===== src/hdl/ssh_pkg.sv =====
// constants and types shared by the host-interface protocol layer
package ssh_pkg;
    localparam logic [7:0] OP_INFO = 8'h01;
    localparam logic [7:0] OP_CFG = 8'h02;
    localparam logic [7:0] OP_CTL = 8'h03;
    localparam logic [7:0] OP_SIZES = 8'h04;
    localparam logic [7:0] OP_NOTICE = 8'h05;
    localparam logic [7:0] OP_SAMPLE = 8'h06;
    localparam int CFG_MEV = 3;
    localparam int CFG_NEV = 2;
    localparam int CFG_DRV_TYPE = 1;
    localparam int CFG_IDLE_LVL = 0;
    localparam logic [3:0] CFG_RESET = 4'hC;
    // arbitrary value
    localparam logic [7:0] VERSION_DEFAULT = 8'h01;
    localparam logic [7:0] SPI_LEAD0 = 8'hFA;
    localparam logic [7:0] SPI_FILL = 8'hFF;
    localparam logic [2:0] SPI_LEAD_BYTES = 3'h4;
    localparam logic [1:0] STRAP_SETTLE = 2'h3;

    typedef enum logic [4:0] {
        SSH_WAIT = 5'b00001,
        SSH_I2C = 5'b00010,
        SSH_SPI = 5'b00100,
        SSH_UHD = 5'b01000,
        SSH_UFD = 5'b10000
    } ssh_mode_t;
endpackage : ssh_pkg


===== src/hdl/ssh_host_protocol.sv =====
// opcode layer between host bus bytes and the message pipes
module ssh_host_protocol
    import ssh_pkg::*;
#(
    parameter logic [7:0] VERSION = VERSION_DEFAULT
)
(
    input wire logic sys_clk,
    input wire logic reset_n,
    input wire logic iface_select_pin_a,
    input wire logic iface_select_pin_b,
    input wire logic spi_cs_n,
    input wire logic spi_sck,
    input wire logic spi_mosi,
    output logic spi_miso,
    output logic spi_miso_oe,
    input wire logic i2c_start,
    input wire logic i2c_stop,
    input wire logic i2c_read,
    input wire logic i2c_rx_valid,
    input wire logic [7:0] i2c_rx_byte,
    input wire logic i2c_tx_take,
    output logic [7:0] i2c_tx_byte,
    output logic [7:0] ctl_byte,
    output logic ctl_valid,
    output logic ctl_end,
    input wire logic [15:0] notice_size,
    input wire logic [7:0] notice_data,
    output logic [15:0] notice_idx,
    output logic notice_pop,
    input wire logic [15:0] sample_size,
    input wire logic [7:0] sample_data,
    output logic [15:0] sample_idx,
    output logic sample_pop,
    output logic pending_data_line,
    output logic pending_data_line_oe,
    output ssh_mode_t iface_mode
);
    typedef struct packed {
        ssh_mode_t mode;
        logic [1:0] settle;
        logic a_s1; logic a_s2; logic b_s1; logic b_s2;
        logic [3:0] cfg;
        logic [7:0] opcode;
        logic rx_first;
        logic cfg_done;
        logic reading;
        logic [2:0] tx_no;
        logic [15:0] idx;
        logic [15:0] sent;
        logic [7:0] tx_byte;
        logic [7:0] ctl_byte;
        logic ctl_valid; logic ctl_end;
        logic notice_pop; logic sample_pop;
        logic ready_out; logic ready_oe;
    } ssh_core_t;

    localparam ssh_core_t CORE_RESET = '{mode: SSH_WAIT, cfg: CFG_RESET,
        rx_first: 1'b1, tx_byte: SPI_FILL, default: '0};

    ssh_core_t st_ff;
    ssh_core_t nxt_st;

    logic is_spi;
    logic is_i2c;
    logic is_act;
    logic s_take;
    logic s_rx_v;
    logic s_start;
    logic s_end;
    logic [7:0] s_rx_b;
    logic f_start;
    logic f_end;
    logic rx_v;
    logic tx_tk;
    logic [7:0] rx_b;

    ssh_spi_slave ssh_spi_slave_inst (
        .sys_clk(sys_clk),
        .reset_n(reset_n),
        .enable(is_spi),
        .spi_cs_n(spi_cs_n),
        .spi_sck(spi_sck),
        .spi_mosi(spi_mosi),
        .spi_miso(spi_miso),
        .spi_miso_oe(spi_miso_oe),
        .tx_byte(st_ff.tx_byte),
        .tx_take(s_take),
        .rx_byte(s_rx_b),
        .rx_valid(s_rx_v),
        .frame_start(s_start),
        .frame_end(s_end)
    );

    assign is_spi = (st_ff.mode == SSH_SPI);
    assign is_i2c = (st_ff.mode == SSH_I2C);
    assign is_act = is_spi | is_i2c;
    // both buses feed one decoder, so opcodes and payloads match
    assign f_start = is_spi ? s_start : (is_i2c & i2c_start);
    assign f_end = is_spi ? s_end : (is_i2c & i2c_stop);
    assign rx_v = is_spi ? s_rx_v : (is_i2c & i2c_rx_valid);
    assign rx_b = is_spi ? s_rx_b : i2c_rx_byte;
    assign tx_tk = is_spi ? s_take : (is_i2c & i2c_tx_take);

    always_comb begin
        logic [15:0] len;
        logic [15:0] idx_inc;
        logic [7:0] dbyte;
        logic pend;
        logic lvl;
        len = 16'h0001;
        idx_inc = st_ff.idx + 16'h0001;
        dbyte = SPI_FILL;
        pend = 1'b0;
        lvl = 1'b0;
        nxt_st = st_ff;
        nxt_st.ctl_valid = 1'b0;
        nxt_st.ctl_end = 1'b0;
        nxt_st.notice_pop = 1'b0;
        nxt_st.sample_pop = 1'b0;
        nxt_st.a_s1 = iface_select_pin_a;
        nxt_st.a_s2 = st_ff.a_s1;
        nxt_st.b_s1 = iface_select_pin_b;
        nxt_st.b_s2 = st_ff.b_s1;

        // straps read once after release, then the mode is frozen
        if (st_ff.mode == SSH_WAIT) begin
            if (st_ff.settle != STRAP_SETTLE) begin
                nxt_st.settle = st_ff.settle + 2'h1;
            end else begin
                case ({st_ff.a_s2, st_ff.b_s2})
                    2'b11: nxt_st.mode = SSH_I2C;
                    2'b01: nxt_st.mode = SSH_SPI;
                    2'b10: nxt_st.mode = SSH_UHD;
                    default: nxt_st.mode = SSH_UFD;
                endcase
            end
        end

        // wrap length: over-reading restarts the data from the top
        case (st_ff.opcode)
            OP_INFO: len = 16'h0002;
            OP_SIZES: len = 16'h0004;
            OP_NOTICE: len = notice_size;
            OP_SAMPLE: len = sample_size;
            default: len = 16'h0001;
        endcase
        if (len == 16'h0000) begin
            len = 16'h0001;
        end

        case (st_ff.opcode)
            OP_INFO: begin
                dbyte = st_ff.idx[0] ? {4'h0, st_ff.cfg} : VERSION;
            end
            OP_SIZES: begin
                case (st_ff.idx[1:0])
                    2'h0: dbyte = notice_size[7:0];
                    2'h1: dbyte = notice_size[15:8];
                    2'h2: dbyte = sample_size[7:0];
                    default: dbyte = sample_size[15:8];
                endcase
            end
            OP_NOTICE: dbyte = notice_data;
            OP_SAMPLE: dbyte = sample_data;
            default: dbyte = SPI_FILL;
        endcase
        // registered one cycle ahead of the shifter taking it
        if (is_spi && st_ff.tx_no != SPI_LEAD_BYTES) begin
            nxt_st.tx_byte = (st_ff.tx_no == 3'h0) ? SPI_LEAD0 : SPI_FILL;
        end else begin
            nxt_st.tx_byte = dbyte;
        end

        if (f_start) begin
            nxt_st.rx_first = 1'b1;
            nxt_st.tx_no = 3'h0;
            nxt_st.sent = 16'h0000;
            nxt_st.cfg_done = 1'b0;
            nxt_st.reading = is_i2c & i2c_read;
            if (is_i2c && i2c_read) begin
                nxt_st.idx = 16'h0000;
            end
        end

        if (rx_v && !st_ff.reading) begin
            if (st_ff.rx_first) begin
                // first byte of a write always names the operation
                nxt_st.opcode = rx_b;
                nxt_st.rx_first = 1'b0;
                nxt_st.idx = 16'h0000;
            end else begin
                case (st_ff.opcode)
                    OP_CFG: begin
                        // only the first payload byte counts
                        if (!st_ff.cfg_done) begin
                            nxt_st.cfg = rx_b[3:0];
                            nxt_st.cfg_done = 1'b1;
                        end
                    end
                    OP_CTL: begin
                        // reduced message, no preamble or bus id byte
                        nxt_st.ctl_valid = 1'b1;
                        nxt_st.ctl_byte = rx_b;
                    end
                    default: nxt_st.ctl_valid = 1'b0;
                endcase
            end
        end

        if (tx_tk) begin
            if (is_spi && st_ff.tx_no != SPI_LEAD_BYTES) begin
                nxt_st.tx_no = st_ff.tx_no + 3'h1;
            end else begin
                if (st_ff.sent != 16'hFFFF) begin
                    nxt_st.sent = st_ff.sent + 16'h0001;
                end
                nxt_st.idx = (idx_inc >= len) ? 16'h0000 : idx_inc;
            end
        end

        if (f_end) begin
            if (st_ff.opcode == OP_CTL && !st_ff.rx_first &&
                !st_ff.reading) begin
                nxt_st.ctl_end = 1'b1;
            end
            // a pipe read only retires once the whole message went out
            if (is_spi || st_ff.reading) begin
                nxt_st.notice_pop = (st_ff.opcode == OP_NOTICE) &&
                    (notice_size != 16'h0000) && (st_ff.sent >= notice_size);
                nxt_st.sample_pop = (st_ff.opcode == OP_SAMPLE) &&
                    (sample_size != 16'h0000) && (st_ff.sent >= sample_size);
            end
        end

        // uart modes keep the line at its idle level
        pend = is_act && ((st_ff.cfg[CFG_MEV] && sample_size != 16'h0000) ||
            (st_ff.cfg[CFG_NEV] && notice_size != 16'h0000));
        // bit0 taken as the read-back meaning: zero idles low
        lvl = pend ^ st_ff.cfg[CFG_IDLE_LVL];
        if (st_ff.mode == SSH_WAIT) begin
            nxt_st.ready_out = 1'b0;
            nxt_st.ready_oe = 1'b0;
        end else if (st_ff.cfg[CFG_DRV_TYPE]) begin
            nxt_st.ready_out = 1'b0;
            nxt_st.ready_oe = ~lvl;
        end else begin
            nxt_st.ready_out = lvl;
            nxt_st.ready_oe = 1'b1;
        end
    end

    always_ff @(posedge sys_clk or negedge reset_n) begin
        if (!reset_n) begin
            st_ff <= CORE_RESET;
        end else begin
            st_ff <= nxt_st;
        end
    end

    // uart modes bypass this layer; the native path is outside
    assign iface_mode = st_ff.mode;
    assign i2c_tx_byte = st_ff.tx_byte;
    assign ctl_byte = st_ff.ctl_byte;
    assign ctl_valid = st_ff.ctl_valid;
    assign ctl_end = st_ff.ctl_end;
    assign notice_idx = st_ff.idx;
    assign sample_idx = st_ff.idx;
    assign notice_pop = st_ff.notice_pop;
    assign sample_pop = st_ff.sample_pop;
    assign pending_data_line = st_ff.ready_out;
    assign pending_data_line_oe = st_ff.ready_oe;
endmodule : ssh_host_protocol


===== src/hdl/ssh_spi_slave.sv =====
// mode 3 byte shifter, pins sampled on sys_clk
module ssh_spi_slave
    import ssh_pkg::*;
(
    input wire logic sys_clk,
    input wire logic reset_n,
    input wire logic enable,
    input wire logic spi_cs_n,
    input wire logic spi_sck,
    input wire logic spi_mosi,
    output logic spi_miso,
    output logic spi_miso_oe,
    input wire logic [7:0] tx_byte,
    output logic tx_take,
    output logic [7:0] rx_byte,
    output logic rx_valid,
    output logic frame_start,
    output logic frame_end
);
    typedef struct packed {
        logic cs_s1; logic cs_s2; logic cs_d;
        logic sck_s1; logic sck_s2; logic sck_d;
        logic mosi_s1; logic mosi_s2;
        logic [2:0] cnt;
        logic load_pend;
        logic [7:0] rx_sh;
        logic [7:0] tx_sh;
        logic miso;
        logic rx_valid; logic take; logic start; logic fin;
    } ssh_slv_t;

    localparam ssh_slv_t SLV_RESET = '{cs_s1: 1'b1, cs_s2: 1'b1,
        cs_d: 1'b1, sck_s1: 1'b1, sck_s2: 1'b1, sck_d: 1'b1,
        default: '0};

    ssh_slv_t st_ff;
    ssh_slv_t nxt_st;

    always_comb begin
        nxt_st = st_ff;
        nxt_st.rx_valid = 1'b0;
        nxt_st.take = 1'b0;
        nxt_st.start = 1'b0;
        nxt_st.fin = 1'b0;
        nxt_st.cs_s1 = spi_cs_n;
        nxt_st.cs_s2 = st_ff.cs_s1;
        nxt_st.cs_d = st_ff.cs_s2;
        nxt_st.sck_s1 = spi_sck;
        nxt_st.sck_s2 = st_ff.sck_s1;
        nxt_st.sck_d = st_ff.sck_s2;
        nxt_st.mosi_s1 = spi_mosi;
        nxt_st.mosi_s2 = st_ff.mosi_s1;
        if (enable) begin
            if (st_ff.cs_d && !st_ff.cs_s2) begin
                nxt_st.start = 1'b1;
                nxt_st.cnt = 3'h0;
                nxt_st.load_pend = 1'b1;
            end else if (!st_ff.cs_d && st_ff.cs_s2) begin
                nxt_st.fin = 1'b1;
            end else if (!st_ff.cs_s2) begin
                if (!st_ff.sck_d && st_ff.sck_s2) begin
                    // capture on the rising edge, msb first
                    nxt_st.rx_sh = {st_ff.rx_sh[6:0], st_ff.mosi_s2};
                    nxt_st.cnt = st_ff.cnt + 3'h1;
                    if (st_ff.cnt == 3'h7) begin
                        nxt_st.rx_valid = 1'b1;
                        nxt_st.load_pend = 1'b1;
                    end
                end else if (st_ff.sck_d && !st_ff.sck_s2) begin
                    // master clocks every bit out of us
                    if (st_ff.load_pend) begin
                        nxt_st.miso = tx_byte[7];
                        nxt_st.tx_sh = {tx_byte[6:0], 1'b0};
                        nxt_st.take = 1'b1;
                        nxt_st.load_pend = 1'b0;
                    end else begin
                        nxt_st.miso = st_ff.tx_sh[7];
                        nxt_st.tx_sh = {st_ff.tx_sh[6:0], 1'b0};
                    end
                end
            end
        end
    end

    always_ff @(posedge sys_clk or negedge reset_n) begin
        if (!reset_n) begin
            st_ff <= SLV_RESET;
        end else begin
            st_ff <= nxt_st;
        end
    end

    assign spi_miso = st_ff.miso;
    assign spi_miso_oe = enable & ~st_ff.cs_s2;
    assign tx_take = st_ff.take;
    assign rx_byte = st_ff.rx_sh;
    assign rx_valid = st_ff.rx_valid;
    assign frame_start = st_ff.start;
    assign frame_end = st_ff.fin;
endmodule : ssh_spi_slave


===== config.mk =====
export PLATFORM = sky130hd
export DESIGN_NAME = ssh_host_protocol
export DESIGN_NICKNAME = d
export VERILOG_FILES = /design/src/hdl/ssh_pkg.sv /design/src/hdl/ssh_host_protocol.sv /design/src/hdl/ssh_spi_slave.sv
export SDC_FILE = /design/constraint.sdc
export NUM_CORES = 1
export LEC_CHECK = 0
export BUFFER_PORTS_ARGS = -buffer_cell sky130_fd_sc_hd__clkbuf_2
export CELL_PAD_IN_SITES_DETAIL_PLACEMENT = 1
export CELL_PAD_IN_SITES_GLOBAL_PLACEMENT = 2
export CORE_MARGIN = 1.5
export CORE_UTILIZATION = 38
export DETAILED_ROUTE_END_ITERATION = 16
export GPL_ROUTABILITY_DRIVEN = 1
export HOLD_SLACK_MARGIN = 0.02
export PLACE_DENSITY = 0.95
export SKIP_CTS_REPAIR_TIMING = 1
export SLEW_MARGIN = 15
export SYNTH_ARGS = -nofsm -noshare
export SYNTH_HDL_FRONTEND = slang
export SYNTH_SLANG_ARGS = --single-unit

===== constraint.sdc =====
create_clock -name sys_clk -period 7.6 [get_ports sys_clk]
set_input_delay 0.76 -clock sys_clk [delete_from_list [all_inputs] [get_ports sys_clk]]
set_output_delay 0.76 -clock sys_clk [all_outputs]
set_load 0.01 [all_outputs]

==> out/qor.yml, run 1 <==
status:
  status: "finished clean"
logic_synthesis:
  synth-main-ff-cell: "dfrtp_1"
  synth_top_area_share_pct: 31.9
  yosys_register_bits: 115
  syn-instance-count: 819
  async_flop_share_pct: 100
  synth_cell_types: 70
  synth_common_cells: "dfrtp_1 (97), nor2_1 (65), ha_1 (60), a21oi_1 (56), nand2_1 (55)"
  yosysWarnings: 0
  synth-edff-count: 0
  synthTopCellsByArea: "dfrtp_1 (32%), ha_1 (9.9%), dfstp_2 (6.2%), buf_4 (5.3%), a21oi_1 (3.7%)"
  synth_fp_nets: 947
  yosysMostFrequentCell: "dfrtp_1"
  ys_seq_area_share_pct: 38.2
  synth_top_area_cell: "dfrtp_1"
  synth_area_sq_um: 7600
  syn_avg_cell_area_sq_um: 9.28
sta:
  relSlewSlack_pct: 28.8
  setup_viol: 0
  setup_ws_ps: 2840
  min_period_ps: 4760
  fin_tns_setup_ps: 0
  rsz0062_at_grt: "false"
  clock.fmax_mhz: 210
  final.period_utilization_pct: 62.6
  maxSlewViolCount: 0
  hold_viol_final: 0
  fin_skew_ps: 12.7
  worst_pin_slew_ps: 1070
drt:
  drt-pass1-iter-count: 6
  routed_via_density: 5.67
  vias: 6595
  drt_wl_total_um: 23500
  routedWlPerCell_um: 20.2
  drtIter0Drc: 410
  drc: 0
  postRouteAntennaNets: 0
global_route:
  grt.total_usage_pct: 23.4
  grt_pass1_vias: 6596
  antenna_found_initial: 1
  grt-ovfl-total: 0
  grt_max_degree: 74
  grt_pass1_wl_um: 36600
final_layout:
  n_antenna_cell: 0
  nets: 1013
  final_cells: 1163
  drive_above_1_share_pct: 23.1
  area_growth_pct: 13.9
  stdcell_area_sq_um: 8660
placement:
  gp_congestion: 0.910
  placedCellCount: 1131
  placed_area_sq_um: 8040
  io_buffers: 128
  hpwl_um: 17800
  dpl_worst_slack_ps: 2910
power_and_ir_drop:
  leakage_uw: 0.00422
  total_power_uw: 1540
  ir_worst_vdd_v: 0.000158
  powerDensity_nw_per_um2: 178
clock_tree:
  cts_tree: "built"
  clockRootBuffer: "clkbuf_16"
  cts-htree-levels: 4
  numCtsBuffers: 17
  cts.path.max_buffers: 2
  cts_num_sinks: 115
  cts.clk_slew.worst_paths_ps: 60
  clk_latency_ps: 430
setup_path:
  crit_end: "notice_idx[14]"
  reg2reg_to: "notice_idx[14]"
  r2r-start: "notice_idx[0]"
  crit_arrival_ps: 5070
  required_ps: 7910
  critPathMaxFanout: 20
  path_class: "reg2reg"
  cp-start-kind: "flip-flop"
  r2r_slack_ps: 2840
  setup.worst_path.start: "notice_idx[0]"
  ff2ff_path_depth: 10
  crit_path_end_kind: "flip-flop"
min_path:
  min_path_type: "in2async"
die:
  start_util_pct: 38.9
  die-area_sq_um: 20900
  die_h_um: 144
  core.rowCount: 51
  die_w_um: 144
  ioPinCount: 129
  coreArea_sq_um: 19500
flow_run:
  maxCapViolations: 0
cell families after synthesis:
logic type / synth area share [%]
compound gates: 18.4
flops: 38.2
simple gates: 18.5
fa+ha+maj: 9.87
mux: 3.59
buf+inv: 9.56
xor+xnor: 1.96
where the power goes:
part / switching, uW / internal [uW] / total [uW]
Combinational: 49.8 / 25.4 / 75.2
Sequential: 2.37 / 618 / 620
Clock: 296 / 549 / 845
Total: 348 / 1190 / 1540
worst min-delay path by stage:
stage                              endpoint  slack, ps  cells past startpoint
3_5_place_dp                      st_ff[72]        340                      0
6_report        ssh_spi_slave_inst.st_ff[7]        330                      1
3_3_place_gp                      st_ff[72]        330                      0
4_1_cts         ssh_spi_slave_inst.st_ff[7]        330                      1
2_1_floorplan  ssh_spi_slave_inst.st_ff[25]        330                      0
5_1_grt                           st_ff[72]        350                      0
stage by stage:
step | util [%] | hold slack (ps)
after floorplan | - | 331
after global placement | 41.2 | 332
after detailed placement | 41.2 | 336
after CTS | 44.3 | 335
after global routing | 44.3 | 351
final | 44.3 | 329
area by class of cell:
cell class,count,area [sq um]
inverters,47,176
multi-input cells,574,3980
flip-flops and latches,115,2900
clock buffers,23,488
well taps,265,332
clock inverters,9,128
fillers,2321,10900
repair buffers,130,658
sequential cells by signal, indices dropped and copies added (netlist names), 2 cells and up:
signal,count
i2c_tx_byte,8
st_ff,38
ssh_spi_slave_inst.rx_byte,8
notice_idx,16
nxt_st,2
iface_mode,5
ssh_spi_slave_inst.nxt_st,5
ssh_spi_slave_inst.st_ff,14
ctl_byte,8
cell usage in the layout, fill, tap and decap left out, drive strengths merged, types with 4 or more instances in the layout:
master    n
dfstp    18
a221o     9
nand2    55
a22oi     8
clkbuf  150
o21ai    51
nand3    22
and2     13
nor4b     8
a222oi    8
nor4     13
mux2     10
and3      8
a31oi     6
a22o     15
nor3     16
inv      48
nand4    19
o211ai    4
mux2i    16
xor2      6
a21o     16
clkinv    5
nor2     67
nor2b    14
o31ai     6
a21oi    58
nand2b    9
nand3b    5
dfrtp    97
xnor2    11
o22ai     5
ha       60
worst max-delay path, cell delays in order (launching register included):
cell	delay (ps)
dfrtp_1	570
ha_1	640
nand3_1	380
nor3_1	600
nand3_1	240
xnor2_1	180
ha_1	300
nand4_1	150
a21oi_1	760
nor2_2	350
a221o_1	450
per-layer routing:
metal | up-vias | part of all wire [%] | track usage [%]
li1 | 3050 | - | -
met1 | 3290 | 45 | 32.0
met2 | 218 | 46 | 36.6
met3 | 35 | 7.4 | 5.96
met4 | 2 | 1.6 | 6.33
met5 | - | 0.055 | 0
(Power assumes the default switching activity.)
==> run 2: changes to the inputs <==
--- a/config.mk
+++ b/config.mk
@@ -5,15 +5,16 @@
 export SDC_FILE = /design/constraint.sdc
 export NUM_CORES = 1
 export LEC_CHECK = 0
+export ABC_AREA = 1
 export BUFFER_PORTS_ARGS = -buffer_cell sky130_fd_sc_hd__clkbuf_2
 export CELL_PAD_IN_SITES_DETAIL_PLACEMENT = 1
 export CELL_PAD_IN_SITES_GLOBAL_PLACEMENT = 2
 export CORE_MARGIN = 1.5
-export CORE_UTILIZATION = 38
+export CORE_UTILIZATION = 33
 export DETAILED_ROUTE_END_ITERATION = 16
 export GPL_ROUTABILITY_DRIVEN = 1
 export HOLD_SLACK_MARGIN = 0.02
-export PLACE_DENSITY = 0.95
+export PLACE_DENSITY = 0.9
 export SKIP_CTS_REPAIR_TIMING = 1
 export SLEW_MARGIN = 15
 export SYNTH_ARGS = -nofsm -noshare
==> constraint.sdc (replaced) <==
create_clock -name sys_clk -period 4.9 [get_ports sys_clk]
set_input_delay 0.49 -clock sys_clk [delete_from_list [all_inputs] [get_ports sys_clk]]
set_output_delay 0.49 -clock sys_clk [all_outputs]
set_load 0.01 [all_outputs]
==> run 2 against run 1 <==
Hold slack got worse by 190 ps. Clock power increased by 61%. Clock skew decreased by 1.2 ps. Combinational power increased by 45%. Die area increased by 21%. Routed wire length increased by 12%. Via count increased by 12%. Clock-buffer cell count decreased by 5. Synthesized area increased by 5.2%. Sequential power increased by 55%. Maximum frequency increased by 26%. Critical endpoint is now notice_idx[10].
==> out/qor.yml, run 2 <==
status:
  status: "finished clean"
sta:
  setup_ws_ps: 1130  # -1710 ps
  min_period_ps: 3770  # -991 ps
  clock.fmax_mhz: 265  # +26%
  fin_skew_ps: 11.5  # -1.21 ps
  worst_pin_slew_ps: 970  # -94.7 ps
  relSlewSlack_pct: 35.3  # +6.5 points
  setup_viol: 0  # unchanged
  final.period_utilization_pct: 76.9  # +14 points
  hold_ws_ps: 144  # -186 ps
  maxSlewViolCount: 0  # unchanged
  rsz0062_at_grt: "false"
  hold_viol_final: 0  # unchanged
  fin_tns_setup_ps: 0  # unchanged
global_route:
  grt.total_usage_pct: 21.5  # -1.9 points
  grt_max_degree: 74  # unchanged
  grt-ovfl-total: 0  # unchanged
  antenna_found_initial: 0  # -1
  grt_pass1_wl_um: 42800  # +17%
  grt_pass1_vias: 7959  # +21%
drt:
  met3_length_um: 752  # -56%
  drt-pass1-iter-count: 5  # -1
  routed_via_density: 4.98  # -12%
  wl_met1_um: 12300  # +16%
  highest_layer: "met4"
  drc: 0  # unchanged
  vias: 7386  # +12%
  drtIter0Drc: 421  # +2.7%
  route.met2.wl_um: 12800  # +19%
  drt_wl_total_um: 26400  # +12%
  routedWlPerCell_um: 17.8  # -12%
  postRouteAntennaNets: 0  # unchanged
power_and_ir_drop:
  leakage_uw: 0.00494  # +17%
  ir_worst_vdd_v: 0.000162  # +2.2%
  powerDensity_nw_per_um2: 265  # +49%
setup_path:
  critPathMaxFanout: 16  # -20%
  path_class: "reg2reg"
  cpLargestDelayFamily: "simple AND/OR/NAND/NOR gates"
  crit_arrival_ps: 4090  # -980 ps
  crit_path_end_kind: "flip-flop"
  r2r_slack_ps: 1130  # -1710 ps
  path_buf_inv: 2  # +2
  cp-start-kind: "flip-flop"
  slowest_delay_ps: 580  # -180 ps
  critPathMostFrequentCell: "nand2_1"
  crit_chain: "ha_1, nand3_1, nor2_1, nand2_1, nor2_1, xor2_1, inv_1, ha_1, nand2_1, inv_1, o21ai_0, nand2_1, a21oi_1, nand3_1, o21ai_0"
  required_ps: 5220  # -2690 ps
  critPathSlowestCell: "dfrtp_1"
logic_synthesis:
  async_flop_share_pct: 100  # unchanged
  synth_xor_area_share_pct: 1.97  # +0.012 points
  synth_top_area_cell: "dfrtp_1"
  synthTopCellsByArea: "dfrtp_1 (30%), nand2_1 (11%), ha_1 (9.4%), inv_1 (7.8%), dfstp_2 (5.9%)"
  synth_compound_area_share_pct: 12.0  # -6.4 points
  syn-instance-count: 1076  # +31%
  yosysWarnings: 0  # unchanged
  synth-simple-area-share_pct: 24.9  # +6.4 points
  synth_cell_types: 47  # -33%
  synth_top_area_share_pct: 30.3  # -1.6 points
  muxShareOfSynthArea_pct: 1.02  # -2.6 points
  synth-edff-count: 0  # unchanged
  synthAdderAreaFrac_pct: 9.38  # -0.49 points
  yosys_register_bits: 115  # unchanged
  yosysMostFrequentCell: "nand2_1"
  syn_avg_cell_area_sq_um: 7.44  # -20%
  synth_fp_nets: 1204  # +27%
  synth_top_family_by_area: "simple AND/OR/NAND/NOR gates"
  synth_area_sq_um: 8000  # +5.2%
  synth-main-ff-cell: "dfrtp_1"
  ys_seq_area_share_pct: 36.3  # -1.9 points
  synth_common_cells: "nand2_1 (240), inv_1 (167), dfrtp_1 (97), nor2_1 (86), nand3_1 (85)"
placement:
  gp_congestion: 0.856  # -5.9%
  placed_area_sq_um: 8550  # +6.3%
  hpwl_um: 20300  # +14%
  dpl_worst_slack_ps: 1120  # -1800 ps
  io_buffers: 128  # unchanged
die:
  core.rowCount: 56  # +9.8%
  ioPinCount: 129  # unchanged
  die-area_sq_um: 25200  # +21%
  die_h_um: 159  # +9.9%
  start_util_pct: 33.9  # -5.1 points
  die_w_um: 159  # +9.9%
  coreArea_sq_um: 23600  # +21%
clock_tree:
  numCtsBuffers: 17  # unchanged
  clockRootBuffer: "clkbuf_16"
  cts_tree: "built"
  cts_num_sinks: 115  # unchanged
  clk_latency_ps: 430  # about the same
  cts.path.max_buffers: 2  # unchanged
  cts-htree-levels: 4  # unchanged
  cts.clk_slew.worst_paths_ps: 60  # about the same
final_layout:
  largest_reg_flops: 38  # unchanged
  final_cell_mix: "nand2_1 (239), inv_1 (167), clkbuf_2 (127), dfrtp_1 (97), nor2_1 (86)"
  final_common_cell: "nand2_1"
  area_growth_pct: 14.8
  stdcell_area_sq_um: 9180  # +6.1%
  n_antenna_cell: 0  # unchanged
  nets: 1279  # +26%
  top_register: "st_ff"
  drive_above_1_share_pct: 17.5  # -5.5 points
min_path:
  min_path_type: "in2reg"
flow_run:
  maxCapViolations: 0  # unchanged
[run 2: cell count changes in the layout (fill, tap and decap cells not counted), sizes merged, moves of 14 or more]
cell / before / now
a21o: 16 / 0
a21oi: 58 / 39
inv: 48 / 176
nand2: 55 / 241
nand3: 22 / 88
nor2: 67 / 91
nor2b: 14 / 0
o21ai: 51 / 96
[run 2: kinds of logic (layout without fill, tap and decap cells)]
| group | Yosys count | count (layout) |
|---|---|---|
| adder cells (fa/ha/maj) | 60 | 60 |
| XOR/XNOR | 18 | 18 |
| AND/OR/NAND/NOR | 461 | 461 |
| flip-flops | 115 | 115 |
| buffers and inverters | 246 | 334 |
| multiplexers | 8 | 8 |
| AO/OA/AOI/OAI | 168 | 168 |
[run 2: routing by layer]
metal  track usage [%]  up-vias
li1                  -     3587
met1              28.2     3621
met2              36.3      143
met3              3.27       35
met4              6.58        0
met5                 0        -
[run 2: worst paths after layout]
kind                                    start                             to  depth (start not counted)
max in group asynchronous             reset_n                        ctl_end                          2
worst max-delay path            notice_idx[0]                 notice_idx[10]                         15
worst min register to register     nxt_st[74]                      st_ff[74]                          0
min in group asynchronous             reset_n                    ctl_byte[7]                          1
worst max register to register  notice_idx[0]                 notice_idx[10]                         15
worst min-delay path                  spi_sck  ssh_spi_slave_inst.nxt_st[28]                          1
[run 2: cell type report]
| type | count | area, sq um |
|---|---|---|
| fill | 3002 | 14400 |
| tap | 319 | 399 |
| clock inverter | 14 | 199 |
| sequential | 115 | 2900 |
| timing repair buffer | 131 | 666 |
| inverter | 171 | 644 |
| clock buffer | 18 | 429 |
| multi-input combinational | 715 | 3940 |
[run 2: report_power, final]
part	switching (uW)	total, uW	internal (uW)
clock network	505	1360	859
logic	76.2	109	33.0
registers	3.49	961	958
total	585	2430	1850
[run 2: through the flow]
stage / utilization [%] / std cells / total power, uW
detailed placement: 36.2 / 1451 / 1090
finish: 38.9 / 1483 / 2430
global route: 38.9 / 1483 / 2500
global placement: 36.2 / 1451 / 1090
CTS: 38.9 / 1483 / 2460
floorplan: - / 1076 / 1010
